<file path="config.mk">
export PLATFORM = sky130hd
export DESIGN_NAME = imbra_engine
export DESIGN_NICKNAME = d
export VERILOG_FILES = /design/src/hdl/imbra_pkg.sv /design/src/hdl/imbra_engine.sv
export SDC_FILE = /design/constraint.sdc
export NUM_CORES = 1
export LEC_CHECK = 0
export ABC_AREA = 1
export ABC_CLOCK_PERIOD_IN_PS = 9400
export BUFFER_PORTS_ARGS = -buffer_cell sky130_fd_sc_hd__buf_4
export CORE_MARGIN = 4
export CORE_UTILIZATION = 63
export CTS_CLUSTER_SIZE = 28
export DETAILED_ROUTE_END_ITERATION = 10
export GPL_TIMING_DRIVEN = 1
export MAX_ROUTING_LAYER = met4
export PLACE_DENSITY = 0.86
export SYNTH_ARGS = -nofsm -noshare
export SYNTH_HDL_FRONTEND = slang
export SYNTH_SLANG_ARGS = --single-unit
</file>
<file path="constraint.sdc">
create_clock -name i_clk_sys -period 9.4 [get_ports i_clk_sys]
set_clock_uncertainty 0.1 [all_clocks]
set_input_delay 0 -clock i_clk_sys [delete_from_list [all_inputs] [get_ports i_clk_sys]]
set_output_delay 0 -clock i_clk_sys [all_outputs]
set_load 0.01 [all_outputs]
</file>
<file path="src/hdl/imbra_pkg.sv">
// Package for the multi-byte I2C register access engine
package imbra_pkg;
  localparam int unsigned CLK_HZ = 125000000;
  localparam int unsigned SCL_HZ_DEFAULT = 100000;
  // Quarter bit period in system cycles, rounded down
  localparam int unsigned QTR_CYC = CLK_HZ / (SCL_HZ_DEFAULT * 4);
  localparam logic [1:0] STS_OK = 2'h0;
  localparam logic [1:0] STS_NACK_ADDR = 2'h1;
  localparam logic [1:0] STS_NACK_DATA = 2'h2;
  localparam logic [1:0] STS_BAD_REQ = 2'h3;
  localparam logic [2:0] BYTES_HALF = 3'h2;
  localparam logic [2:0] BYTES_WORD = 3'h4;

  typedef struct packed {
    logic write_halfword_request;
    logic read_halfword_request;
    logic write_word_request;
    logic read_word_request;
    logic [6:0] target_device_id;
    logic [7:0] start_register_index;
    logic [31:0] transfer_value;
  } imbra_req_t;

  typedef struct packed {
    logic done;
    logic [1:0] status;
    logic [31:0] transfer_value;
  } imbra_rsp_t;
endpackage : imbra_pkg

</file>
<file path="src/hdl/imbra_engine.sv">
// I2C master engine for 16 and 32 bit multi-register writes and reads
`timescale 1ns/1ps
module imbra_engine #(
  parameter int unsigned QTR = imbra_pkg::QTR_CYC
) (
  input wire logic i_clk_sys,
  input wire logic i_sys_rst,
  input wire imbra_pkg::imbra_req_t i_req,
  output logic o_busy,
  output imbra_pkg::imbra_rsp_t o_rsp,
  input wire logic i_scl,
  output logic o_scl,
  output logic o_scl_oe,
  input wire logic i_sda,
  output logic o_sda,
  output logic o_sda_oe
);
  import imbra_pkg::*;

  typedef enum logic [3:0] {
    S_IDLE, S_START, S_BIT, S_ACK, S_RESTART, S_STOP, S_DONE
  } imbra_state_t;

  // Phases of the byte sequence
  typedef enum logic [2:0] {
    P_ADDR_W, P_REG, P_WDATA, P_ADDR_R, P_RDATA
  } imbra_phase_t;

  imbra_state_t state_ff;
  imbra_phase_t phase_ff;
  logic [15:0] tick_ff;
  logic [1:0] qtr_ff;
  logic [3:0] bit_ff;
  logic [7:0] shift_ff;
  logic [2:0] left_ff;
  logic [2:0] total_ff;
  logic is_read_ff;
  logic [6:0] dev_ff;
  logic [7:0] reg_ff;
  logic [31:0] val_ff;
  logic [31:0] rdata_ff;
  logic [1:0] status_ff;
  logic done_ff;
  logic scl_low_ff;
  logic sda_low_ff;
  logic tick_end;
  logic any_req;
  logic [2:0] req_cnt;

  // Count of raised strobes; more than one is refused
  function automatic logic [2:0] count_req(input imbra_req_t r);
    count_req = {2'h0, r.write_halfword_request} + {2'h0, r.read_halfword_request}
              + {2'h0, r.write_word_request} + {2'h0, r.read_word_request};
  endfunction : count_req

  // Halfword strobes set both the value width and the register count
  function automatic logic is_half(input imbra_req_t r);
    is_half = r.write_halfword_request || r.read_halfword_request;
  endfunction : is_half

  assign req_cnt = count_req(i_req);
  assign any_req = (req_cnt != 3'h0);
  assign tick_end = (tick_ff == 16'(QTR - 1));
  assign o_busy = (state_ff != S_IDLE);
  assign o_rsp = '{done: done_ff, status: status_ff, transfer_value: rdata_ff};
  // Open drain: drive only low
  assign o_scl = 1'b0;
  assign o_sda = 1'b0;
  assign o_scl_oe = scl_low_ff;
  assign o_sda_oe = sda_low_ff;

  // Quarter-bit timebase; a held-low clock from the slave stretches the bit
  always_ff @(posedge i_clk_sys or posedge i_sys_rst) begin
    if (i_sys_rst) begin
      tick_ff <= 16'h0;
    end else if (state_ff == S_IDLE || state_ff == S_DONE || tick_end) begin
      tick_ff <= 16'h0;
    end else if (!(qtr_ff == 2'h2 && !scl_low_ff && !i_scl)) begin
      tick_ff <= tick_ff + 16'h1;
    end
  end

  // Main sequencer
  always_ff @(posedge i_clk_sys or posedge i_sys_rst) begin
    if (i_sys_rst) begin
      state_ff <= S_IDLE;
      phase_ff <= P_ADDR_W;
      qtr_ff <= 2'h0;
      bit_ff <= 4'h0;
      shift_ff <= 8'h0;
      left_ff <= 3'h0;
      total_ff <= 3'h0;
      is_read_ff <= 1'b0;
      dev_ff <= 7'h0;
      reg_ff <= 8'h0;
      val_ff <= 32'h0;
      rdata_ff <= 32'h0;
      status_ff <= STS_OK;
      done_ff <= 1'b0;
      scl_low_ff <= 1'b0;
      sda_low_ff <= 1'b0;
    end else begin
      done_ff <= 1'b0;
      case (state_ff)
        S_IDLE: begin
          scl_low_ff <= 1'b0;
          sda_low_ff <= 1'b0;
          qtr_ff <= 2'h0;
          if (req_cnt > 3'h1) begin
            status_ff <= STS_BAD_REQ;
            done_ff <= 1'b1;
          end else if (any_req) begin
            dev_ff <= i_req.target_device_id;
            reg_ff <= i_req.start_register_index;
            val_ff <= is_half(i_req) ?
                      {i_req.transfer_value[15:0], 16'h0} : i_req.transfer_value;
            total_ff <= is_half(i_req) ? BYTES_HALF : BYTES_WORD;
            is_read_ff <= i_req.read_halfword_request || i_req.read_word_request;
            rdata_ff <= 32'h0;
            status_ff <= STS_OK;
            phase_ff <= P_ADDR_W;
            state_ff <= S_START;
          end
        end
        S_START, S_RESTART: begin
          if (tick_end) begin
            qtr_ff <= qtr_ff + 2'h1;
            case (qtr_ff)
              2'h0: begin
                sda_low_ff <= 1'b0;
                scl_low_ff <= 1'b0;
              end
              2'h1: sda_low_ff <= 1'b1;
              2'h2: scl_low_ff <= 1'b1;
              default: begin
                bit_ff <= 4'h0;
                shift_ff <= (state_ff == S_START) ? {dev_ff, 1'b0} : {dev_ff, 1'b1};
                left_ff <= total_ff;
                state_ff <= S_BIT;
              end
            endcase
          end
        end
        S_BIT, S_ACK: begin
          if (tick_end) begin
            qtr_ff <= qtr_ff + 2'h1;
            case (qtr_ff)
              2'h0: begin
                if (state_ff == S_BIT) begin
                  sda_low_ff <= (phase_ff == P_RDATA) ? 1'b0 : !shift_ff[7];
                end else begin
                  // Master acks every read byte but the last
                  sda_low_ff <= (phase_ff == P_RDATA) && (left_ff != 3'h1);
                end
              end
              2'h1: scl_low_ff <= 1'b0;
              2'h2: begin
                if (state_ff == S_BIT) begin
                  shift_ff <= {shift_ff[6:0], i_sda};
                end else if (phase_ff != P_RDATA && i_sda) begin
                  status_ff <= (phase_ff == P_ADDR_W || phase_ff == P_ADDR_R) ?
                               STS_NACK_ADDR : STS_NACK_DATA;
                end
              end
              default: begin
                scl_low_ff <= 1'b1;
                if (state_ff == S_BIT) begin
                  bit_ff <= bit_ff + 4'h1;
                  if (bit_ff == 4'h7) begin
                    state_ff <= S_ACK;
                    if (phase_ff == P_RDATA) begin
                      // first byte read is most significant
                      rdata_ff <= {rdata_ff[23:0], shift_ff};
                    end
                  end
                end else begin
                  bit_ff <= 4'h0;
                  state_ff <= S_BIT;
                  case (phase_ff)
                    P_ADDR_W: begin
                      phase_ff <= P_REG;
                      shift_ff <= reg_ff;
                    end
                    P_REG: begin
                      if (is_read_ff) begin
                        phase_ff <= P_ADDR_R;
                        state_ff <= S_RESTART;
                        sda_low_ff <= 1'b0;
                      end else begin
                        phase_ff <= P_WDATA;
                        shift_ff <= val_ff[31:24];
                        val_ff <= {val_ff[23:0], 8'h0};
                      end
                    end
                    P_WDATA: begin
                      left_ff <= left_ff - 3'h1;
                      shift_ff <= val_ff[31:24];
                      val_ff <= {val_ff[23:0], 8'h0};
                      if (left_ff == 3'h1) begin
                        state_ff <= S_STOP;
                      end
                    end
                    P_ADDR_R: phase_ff <= P_RDATA;
                    default: begin
                      left_ff <= left_ff - 3'h1;
                      if (left_ff == 3'h1) begin
                        state_ff <= S_STOP;
                      end
                    end
                  endcase
                  // refused byte ends in a real stop, clock already low
                  if (status_ff != STS_OK) begin
                    state_ff <= S_STOP;
                  end
                end
              end
            endcase
          end
        end
        S_STOP: begin
          if (tick_end) begin
            qtr_ff <= qtr_ff + 2'h1;
            case (qtr_ff)
              2'h0: sda_low_ff <= 1'b1;
              2'h1: scl_low_ff <= 1'b0;
              2'h2: sda_low_ff <= 1'b0;
              default: state_ff <= S_DONE;
            endcase
          end
        end
        S_DONE: begin
          done_ff <= 1'b1;
          state_ff <= S_IDLE;
        end
        default: state_ff <= S_IDLE;
      endcase
    end
  end
endmodule : imbra_engine

</file>
Yosys cells after proc, flatten, opt, wreduce, memory -nomap -nowiden
Cells that the tools add are included.
{"block": "word_totals", "register_bits": 128, "latchBits": 0, "ram_bits": 0, "romBits": 0, "inputBits": 55, "mem_count": 0}
{"block": "op_classes", "addsub": 7, "multipliers": 0, "n_div": 0, "magnitude_cmp": 1, "n_eq_ne": 53, "shift": 0, "mux": 97, "n_bitwise": 1, "reduce_logical": 43}
{"cell": "$mux 32", "n": 14}
{"cell": "$pmux 32 s2", "n": 3}
{"cell": "$mux 4", "n": 16}
{"cell": "$mux 8", "n": 6}
{"cell": "$mux 3", "n": 14}
{"cell": "$ne 2x2->1 const B", "n": 19}
{"cell": "$mux 16", "n": 2}
{"cell": "$pmux 8 s2", "n": 2}
{"cell": "$ne 3x3->1 const B", "n": 10}
{"cell": "$pmux 8 s3", "n": 1}
{"cell": "$reduce_and 7->1", "n": 3}
{"cell": "$pmux 3 s2", "n": 3}
{"cell": "$reduce_and 9->1", "n": 2}
{"cell": "$add 16x1->16 const B", "n": 1}
{"cell": "$eq 16x9->1 const B", "n": 1}
{"cell": "$eq 4x3->1 const B", "n": 4}
{"cell": "$mux 2", "n": 8}
{"cell": "$pmux 4 s4", "n": 1}
{"cell": "$reduce_and 8->1", "n": 2}
{"cell": "$mux 1", "n": 15}
{"cell": "$pmux 1 s2", "n": 6}
{"cell": "$reduce_or 2->1", "n": 6}
{"cell": "$reduce_and 10->1", "n": 1}
{"cell": "$pmux 3 s3", "n": 1}
{"cell": "other kinds (39)", "n": 61}

Depth between registers and ports, before layout
Gate-level depths: netlist of run 1.
{"block": "depth", "ltp_word": 8, "depth_mapped": 14}

Worst setup path after synthesis of run 1
OpenSTA, ideal clock, no wires.
{"block": "synth_timing", "path_type": "in2reg", "start": "input i_req[47] in the netlist's numbering", "end": "register rdata_ff[10]", "arrival_time_ns": 1.970, "required_ns": 9.183, "path_slack_ns": 7.213, "path_stages": 14, "n_path_buf": 2, "cell_sequence": "inv_1 fa_1 inv_1 ha_1 inv_1 ha_1 nor3_1 nand2_2 inv_2 nor2_8 buf_4 buf_4 nand4_1 nand2_1"}
{"block": "synth_via", "elab_chain_len": 4, "word_cells_on_any_way": 6, "cone_classes": "add/sub (1); order compare (1); eq/ne (2); reduce/logical (2)"}
{"item": "start: declaration", "line": "imbra_engine.sv:8", "text": "input wire imbra_pkg::imbra_req_t i_req,"}
{"item": "$add 3x1->3 (*)", "line": "imbra_engine.sv:53", "text": "+ {2'h0, r.write_word_request} + {2'h0, r.read_word_request};"}
{"item": "$gt 3x1->1 / $reduce_bool 3->1 (equally long branches)", "line": "imbra_engine.sv:109, imbra_engine.sv:62"}
{"item": "$ne 2x2->1 (no source line)"}
{"item": "$reduce_and 8->1 (no source line) (*)"}
{"item": "end signal: assignment", "line": "imbra_engine.sv:173", "text": "rdata_ff <= {rdata_ff[23:0], shift_ff};"}
{"item": "end: declaration", "line": "imbra_engine.sv:41", "text": "logic [31:0] rdata_ff;"}
Mark *: on every way between the ends. The rest lies on a longest branch, timed or not.
A chain may end at the register's enable or synchronous reset.

Final worst setup path of run 1
{"block": "layout_timing", "start": "input i_req[47] in the netlist's numbering", "end": "register val_ff[7]"}
{"block": "layout_via", "elab_chain_len": 4, "word_cells_on_any_way": 6, "cone_classes": "add/sub (1); order compare (1); eq/ne (2); reduce/logical (2)"}
{"item": "$add 3x1->3 (*)", "line": "imbra_engine.sv:53"}
{"item": "$gt 3x1->1 / $reduce_bool 3->1 (equally long branches)", "line": "imbra_engine.sv:109, imbra_engine.sv:62"}
{"item": "$ne 2x2->1 (no source line)"}
{"item": "$reduce_and 8->1 (no source line) (*)"}
{"item": "end signal: assignment", "line": "imbra_engine.sv:115", "text": "val_ff <= is_half(i_req) ?"}
{"item": "end signal: assignment", "line": "imbra_engine.sv:192", "text": "val_ff <= {val_ff[23:0], 8'h0};"}
{"item": "end signal: assignment", "line": "imbra_engine.sv:198", "text": "val_ff <= {val_ff[23:0], 8'h0};"}
{"item": "end: declaration", "line": "imbra_engine.sv:40", "text": "logic [31:0] val_ff;"}
Marks and branches as above.

==> results of run 1 <==
path summary, 6_finish.rpt:
check | startpoint | to | depth (start not counted)
worst max register to register | tick_ff[0]$_DFFE_PP0P_ | val_ff[7]$_DFFE_PP0P_ | 9
max in group asynchronous | i_sys_rst | val_ff[13]$_DFFE_PP0P_ | 4
min in group asynchronous | i_sys_rst | rdata_ff[25]$_DFFE_PP0P_ | 3
worst min register to register | rdata_ff[26]$_DFFE_PP0P_ | rdata_ff[26]$_DFFE_PP0P_ | 2
worst max-delay path | i_req[47] | val_ff[7]$_DFFE_PP0P_ | 15
worst min-delay path | i_req[50] | total_ff[1]$_DFFE_PP0P_ | 4
logic make-up after synthesis:
logic type	share of synthesized area
other	0.0005046
muxes	0.001347
xor gates and xnor gates	0.003536
buffers and inverters	0.1003
DFF	0.4242
AOI/OAI and AO/OA	0.06263
and+or+nand+nor	0.3862
adders and majority gates	0.02121
per-stage QoR:
| stage | utilization | instances |
|---|---|---|
| floorplan | - | 1065 |
| global placement | 0.7034 | 1248 |
| detailed placement | 0.7034 | 1248 |
| CTS | 0.8037 | 1332 |
| global route | 0.8037 | 1332 |
| finish | 0.8037 | 1332 |
worst max-delay path: stages:
cell and delay, ns:
dlygate4sd3_1 0.54, buf_4 0.11, inv_1 0.05, fa_1 0.46, inv_1 0.07, ha_1 0.19
inv_1 0.07, ha_1 0.27, nor3_1 0.07, nand2_2 0.08, inv_2 0.07, nor2_8 0.66
nand3_1 1.11, nand2_1 0.37, nand2_1 0.09
cell type report:
type | count | share of cell area
multi-input cells | 762 | 0.3847
flip-flops and latches | 126 | 0.3421
repair buffers | 151 | 0.1371
inverters | 118 | 0.04833
clock buffers | 18 | 0.04765
clock inverters | 14 | 0.02064
well taps | 143 | 0.01941
synth_stat cells:
cell type,count
nand2_1,372
o21ai_0,36
fa_1,1
or2_2,7
ha_1,11
and3_1,1
a31oi_1,17
clkbuf_1,17
o21a_1,1
o21ai_4,1
nor2_1,113
o22ai_1,3
nand2_2,5
conb_1,1
nand3_1,53
inv_1,107
nand4_1,91
buf_6,2
buf_4,7
a21oi_1,22
mux2i_1,1
o211ai_1,2
nor2_4,2
dfrtp_1,126
buf_2,32
a21boi_2,1
clkinv_1,2
inv_2,9
buf_1,1
nor2_2,1
xor2_1,3
nor3_1,13
nand3_2,2
nor2_8,1
report_power, final:
group / leakage (nW) / switching (W) / total, W / internal (W)
clock network: 0.306 / 0.000252 / 0.000702 / 0.000450
registers: 1.68 / 0.0000932 / 0.000766 / 0.000673
logic: 2.84 / 0.000724 / 0.00104 / 0.000319
registers in the layout, indices dropped and copies added, names as in the netlist, 3 cells and up:
register  count
phase_ff      3
left_ff       3
shift_ff      8
val_ff       32
tick_ff      16
bit_ff        4
rdata_ff     32
dev_ff        7
state_ff      3
reg_ff        8
cell usage in the layout (no fill, tap or decap), types with 4 or more instances in the layout:
| cell type | instances |
|---|---|
| nand2_1 | 371 |
| nand4_1 | 91 |
| buf_4 | 99 |
| clkinv_2 | 4 |
| nor2_1 | 112 |
| nor3_1 | 13 |
| nand3_1 | 53 |
| ha_1 | 11 |
| o21ai_0 | 36 |
| dlygate4sd3_1 | 52 |
| a31oi_1 | 17 |
| dfrtp_1 | 126 |
| a21oi_1 | 21 |
| nand2_2 | 6 |
| bufinv_16 | 4 |
| clkbuf_16 | 17 |
| inv_2 | 9 |
| or2_2 | 7 |
| inv_1 | 106 |
per-layer routing:
layer | vias up | global-route usage | share of wire
met2 | 395 | 0.4863 | 0.47
li1 | 3652 | - | -
met3 | 56 | 0.06580 | 0.081
met5 | - | - | 0
met4 | 0 | 0.1154 | 0.024
met1 | 3512 | 0.4425 | 0.43
repair_timing:
| action | in CTS | in global routing |
|---|---|---|
| hold endpoints to repair | 100 | 0 |
| hold buffers | 52 | 0 |
| endpoints found under the setup margin | 0 | 0 |
==> flow_metrics.py, run 1 <==
metrics = {
    "clock_tree": {
        "clock_path_buffers": 2,
        "cts_tree": "done",
        "h-tree-depth": 4,
        "cts.sinks": 126,
        "path_clk_slew_ns": 0.06,
        "cts_setup_buffers": 0,
        "numCtsBuffers": 17,
        "insertion_delay_ns": 0.42,
        "clockRootBuffer": "clkbuf_16",
        "cts_resized": 0,
    },
    "sta": {
        "max_freq_mhz": 248.6,
        "slew_headroom": 0.1536,
        "rsz0062_at_grt": "no",
        "setup_ws_ns": 5.377,
        "final_hold_viol_count": 0,
        "drv_slew": 0,
        "hold_ws_ns": 0.07105,
        "min_period_ns": 4.023,
        "finalCritPeriodShare": 0.4280,
        "setup_viol": 0,
        "setup_tns_ns": 0,
        "tightest_slew_ns": 1.266,
    },
    "global_route": {
        "grt_usage": 0.3247,
        "antenna_found_initial": 0,
        "grt_max_degree": 76,
        "grt_pass1_vias": 7045,
        "grt_pass1_wl_um": 34030,
        "globalRoute.totalOverflow": 0,
    },
    "logic_synthesis": {
        "synth_seq_area_share": 0.4242,
        "ys_seq_elements": 126,
        "synth_top_area_frac": 0.4242,
        "netlist_area_um2": 7432,
        "yosysWarnings": 0,
        "syn-instance-count": 1064,
        "ys_types": 34,
        "synth_area_per_cell_um2": 6.985,
        "synth_top_cell_by_area": "dfrtp_1",
        "synth.area.top_cells": "dfrtp_1 (42%), nand2_1 (19%), nand4_1 (7.7%)",
    },
    "floorplanning": {
        "io_pins": 95,
        "die_width_um": 116.6,
        "dieHeight_um": 116.6,
        "die-area_um2": 13600,
        "start_util": 0.6481,
        "std_cell_rows": 39,
        "core_area_um2": 11470,
    },
    "layout": {
        "nFillCells": 790,
        "num_antenna_cells": 0,
        "multi_input_area_um2": 3546,
        "layout-drive-gt1-share": 0.1379,
        "fin_nets": 1243,
        "post-route-cell-area_um2": 9216,
        "syn_to_final_growth_pct": 24.01,
        "ff_latch_area_um2": 3153,
    },
    "routing": {
        "drt-vias-per-instance": 5.717,
        "dr.pass1.iters": 5,
        "ant_nets": 0,
        "totalWireLength_um": 20500,
        "wl_per_cell_um": 15.39,
        "drc": 0,
        "drt_iter0_markers": 1051,
        "vias": 7615,
    },
    "placed_design": {
        "postPlaceCellArea_um2": 8066,
        "gp_congestion": 0.9527,
        "io_buffers": 92,
        "dpl_worst_slack_ns": 5.647,
        "hpwl_um": 12610,
    },
    "min_path": {
        "hold_class": "in -> reg",
    },
    "critical_path": {
        "crit_type": "in -> reg",
        "worstPathMaxFanout": 70,
        "worst_setup_path_end_kind": "register",
        "critPathArrivalTime_ns": 4.22,
        "crit_required_ns": 9.60,
        "rrSetupSlack_ns": 5.76,
        "cp-start-kind": "input port",
    },
    "power_and_ir_drop": {
        "cellPowerDensity_nw_per_um2": 272.5,
        "irDropWorstVdd_mv": 0.2752,
        "leakagePower_nw": 4.824,
        "power.total_w": 0.002511,
    },
    "flow_run": {
        "drv_cap": 0,
    },
    "run_status": {
        "outcome": "finished, final reports clean",
    },
}
(Power assumes the default switching activity.)
==> run 2, diff against run 1 <==
ABC_CLOCK_PERIOD_IN_PS = 3790   (was 9400)
CORE_UTILIZATION = 59   (was 63)
PLACE_DENSITY = 0.81   (was 0.86)
clock period = 3.79 ns   (was 9.4 ns; I/O delays follow)
==> run 2 against run 1 <==
Compared with the run above: global-route usage down 2.9 points; register-to-register slack worse by 4.9 ns; die area up 6.3%; design area down 0.12%; setup slack worse by 4.7 ns; routed wire length down 1.2%; clock power up 120%; combinational power rose to 2.5 times the previous value; critical path type unchanged; non-clock buffer count up 4; via count down 1.2%.
==> flow_metrics.py, run 2 (synthesized netlist as in run 1, its figures left out) <==
metrics = {
    "sta": {
        "rsz0062_at_grt": "no",
        "max_freq_mhz": 317.0,
        "final_hold_viol_count": 0,
        "finalCritPeriodShare": 0.8324,
        "slew_headroom": 0.3265,
        "drv_slew": 0,
        "setup_viol": 0,
        "tightest_slew_ns": 1.010,
        "min_period_ns": 3.155,
        "setup_tns_ns": 0,
    },
    "critical_path": {
        "critPathArrivalTime_ns": 3.35,
        "reg2reg_to": "is_read_ff$_DFFE_PP0P_",
        "crit_required_ns": 3.99,
        "crit_type": "in -> reg",
        "worstPathMaxFanout": 26,
        "rrSetupSlack_ns": 0.87,
        "r2r-start": "state_ff[1]$_DFFE_PP0P_",
        "worst_setup_path_end_kind": "register",
        "cp-start-kind": "input port",
        "reg2regPathDepth": 8,
    },
    "global_route": {
        "grt_max_degree": 81,
        "grt_usage": 0.2956,
        "antenna_found_initial": 1,
        "grt_pass1_wl_um": 33710,
        "globalRoute.totalOverflow": 0,
        "grt_pass1_vias": 6996,
    },
    "clock_tree": {
        "clock_path_buffers": 2,
        "path_clk_slew_ns": 0.06,
        "numCtsBuffers": 17,
        "h-tree-depth": 4,
        "cts.sinks": 126,
        "cts_tree": "done",
        "clockRootBuffer": "clkbuf_16",
        "insertion_delay_ns": 0.43,
    },
    "layout": {
        "utilization": 0.7569,
        "layout_common_cells": "nand2_1 (371), dfrtp_1 (126), nor2_1 (112)",
        "syn_to_final_growth_pct": 23.86,
        "top_regs": "rdata_ff (32), val_ff (32), tick_ff (16)",
        "mostFrequentLayoutCell": "nand2_1",
        "nFillCells": 955,
        "layout-drive-gt1-share": 0.1376,
        "fin_nets": 1247,
    },
    "floorplanning": {
        "die_width_um": 120.2,
        "start_util": 0.6111,
        "dieHeight_um": 120.2,
        "core_area_um2": 12160,
        "die-area_um2": 14460,
        "io_pins": 95,
        "std_cell_rows": 40,
    },
    "routing": {
        "drt-vias-per-instance": 5.529,
        "dr.pass1.iters": 6,
        "totalWireLength_um": 20250,
        "vias": 7525,
        "wl_per_cell_um": 14.88,
        "ant_nets": 0,
        "drc": 0,
        "drt_iter0_markers": 856,
    },
    "power_and_ir_drop": {
        "p_seq_frac": 0.315,
        "p_sw_frac": 0.4322,
        "p_int_w": 0.003423,
        "irDropWorstVdd_mv": 0.4730,
        "power_switching_w": 0.002606,
        "p_comb_frac": 0.433,
        "cellPowerDensity_nw_per_um2": 654.9,
        "p_clk_frac": 0.252,
        "leakagePower_nw": 4.811,
    },
    "min_path": {
        "hp-start": "i_sda",
        "min_to": "shift_ff[0]$_DFFE_PP0P_",
        "min_delay_path_depth": 7,
        "hold_class": "in -> reg",
    },
    "placed_design": {
        "io_buffers": 92,
        "hpwl_um": 12920,
        "gp_congestion": 0.9256,
    },
    "flow_run": {
        "drv_cap": 0,
    },
    "run_status": {
        "outcome": "finished, final reports clean",
    },
}
==> run 2: how the worst max path moves through the flow <==
stage | from | end | slack (ns) | cells past startpoint
2_1_floorplan | i_sys_rst | bit_ff[0]$_DFFE_PP0P_ | 0.33 | 1
3_3_place_gp | i_req[47] | is_read_ff$_DFFE_PP0P_ | 0.94 | 13
3_5_place_dp | i_req[47] | reg_ff[5]$_DFFE_PP0P_ | 0.76 | 12
4_1_cts | i_req[47] | is_read_ff$_DFFE_PP0P_ | 0.67 | 14
5_1_grt | i_req[47] | is_read_ff$_DFFE_PP0P_ | 0.26 | 14
6_report | i_req[47] | is_read_ff$_DFFE_PP0P_ | 0.64 | 14
==> run 2: power groups by stage <==
stage	clock network (W)	registers (W)	logic (W)
after global placement	0	0.00189	0.00244
after detailed placement	0	0.00190	0.00248
final	0.00152	0.00190	0.00261
after floorplan	0	0.00184	0.00195
after global routing	0.00160	0.00193	0.00292
after CTS	0.00153	0.00189	0.00255
==> run 2: layout make-up <==
cell class	instances	area [um2]	share of cell area
clock inverter	7	62.56	0.006796
clock buffer	24	481.7	0.05233
timing repair buffer	155	1304	0.1416
inverter	118	445.4	0.04839
multi-input combinational	762	3546	0.3852
sequential	126	3153	0.3425
antenna	1	2.502	0.0002718
tap	168	210.2	0.02284
==> run 2: layer usage <==
metal | part of all wire | up-vias | routed length [um] | GRT usage
met5 | 0 | - | 0 | -
met4 | 0.017 | 0 | 354 | 0.1027
met3 | 0.077 | 38 | 1564 | 0.04958
met2 | 0.47 | 369 | 9589 | 0.4584
met1 | 0.43 | 3471 | 8741 | 0.3986
li1 | - | 3647 | - | -
==> run 2: metrics by stage <==
step	setup slack, ns	cells	power (W)	cell area (um2)	hold slack [ns]
floorplan	0.3341	1065	0.003788	7436	0.009615
global placement	0.9354	1278	0.004334	8148	0.1054
detailed placement	0.7593	1278	0.004385	8148	0.1069
CTS	0.6730	1360	0.005974	9203	0.01560
global route	0.2615	1361	0.006445	9205	0.1405
finish	0.6350	1361	0.006029	9205	0.03373
==> run 2: timing repair <==
action                    4_1_cts  5_1_grt
hold endpoints to repair      127        0
setup buffers                   0        0
gates resized for setup         0        0
hold buffers                   51        0
==> run 2: worst max-delay path: stages <==
cell	delay, ns
buf_4	0.11
inv_1	0.05
fa_1	0.53
inv_1	0.04
ha_1	0.19
inv_1	0.06
ha_1	0.21
nor3_1	0.33
inv_1	0.08
nand3_1	0.28
clkinv_1	0.60
o21ai_0	0.22
dlygate4sd3_1	0.56
o21ai_0	0.07
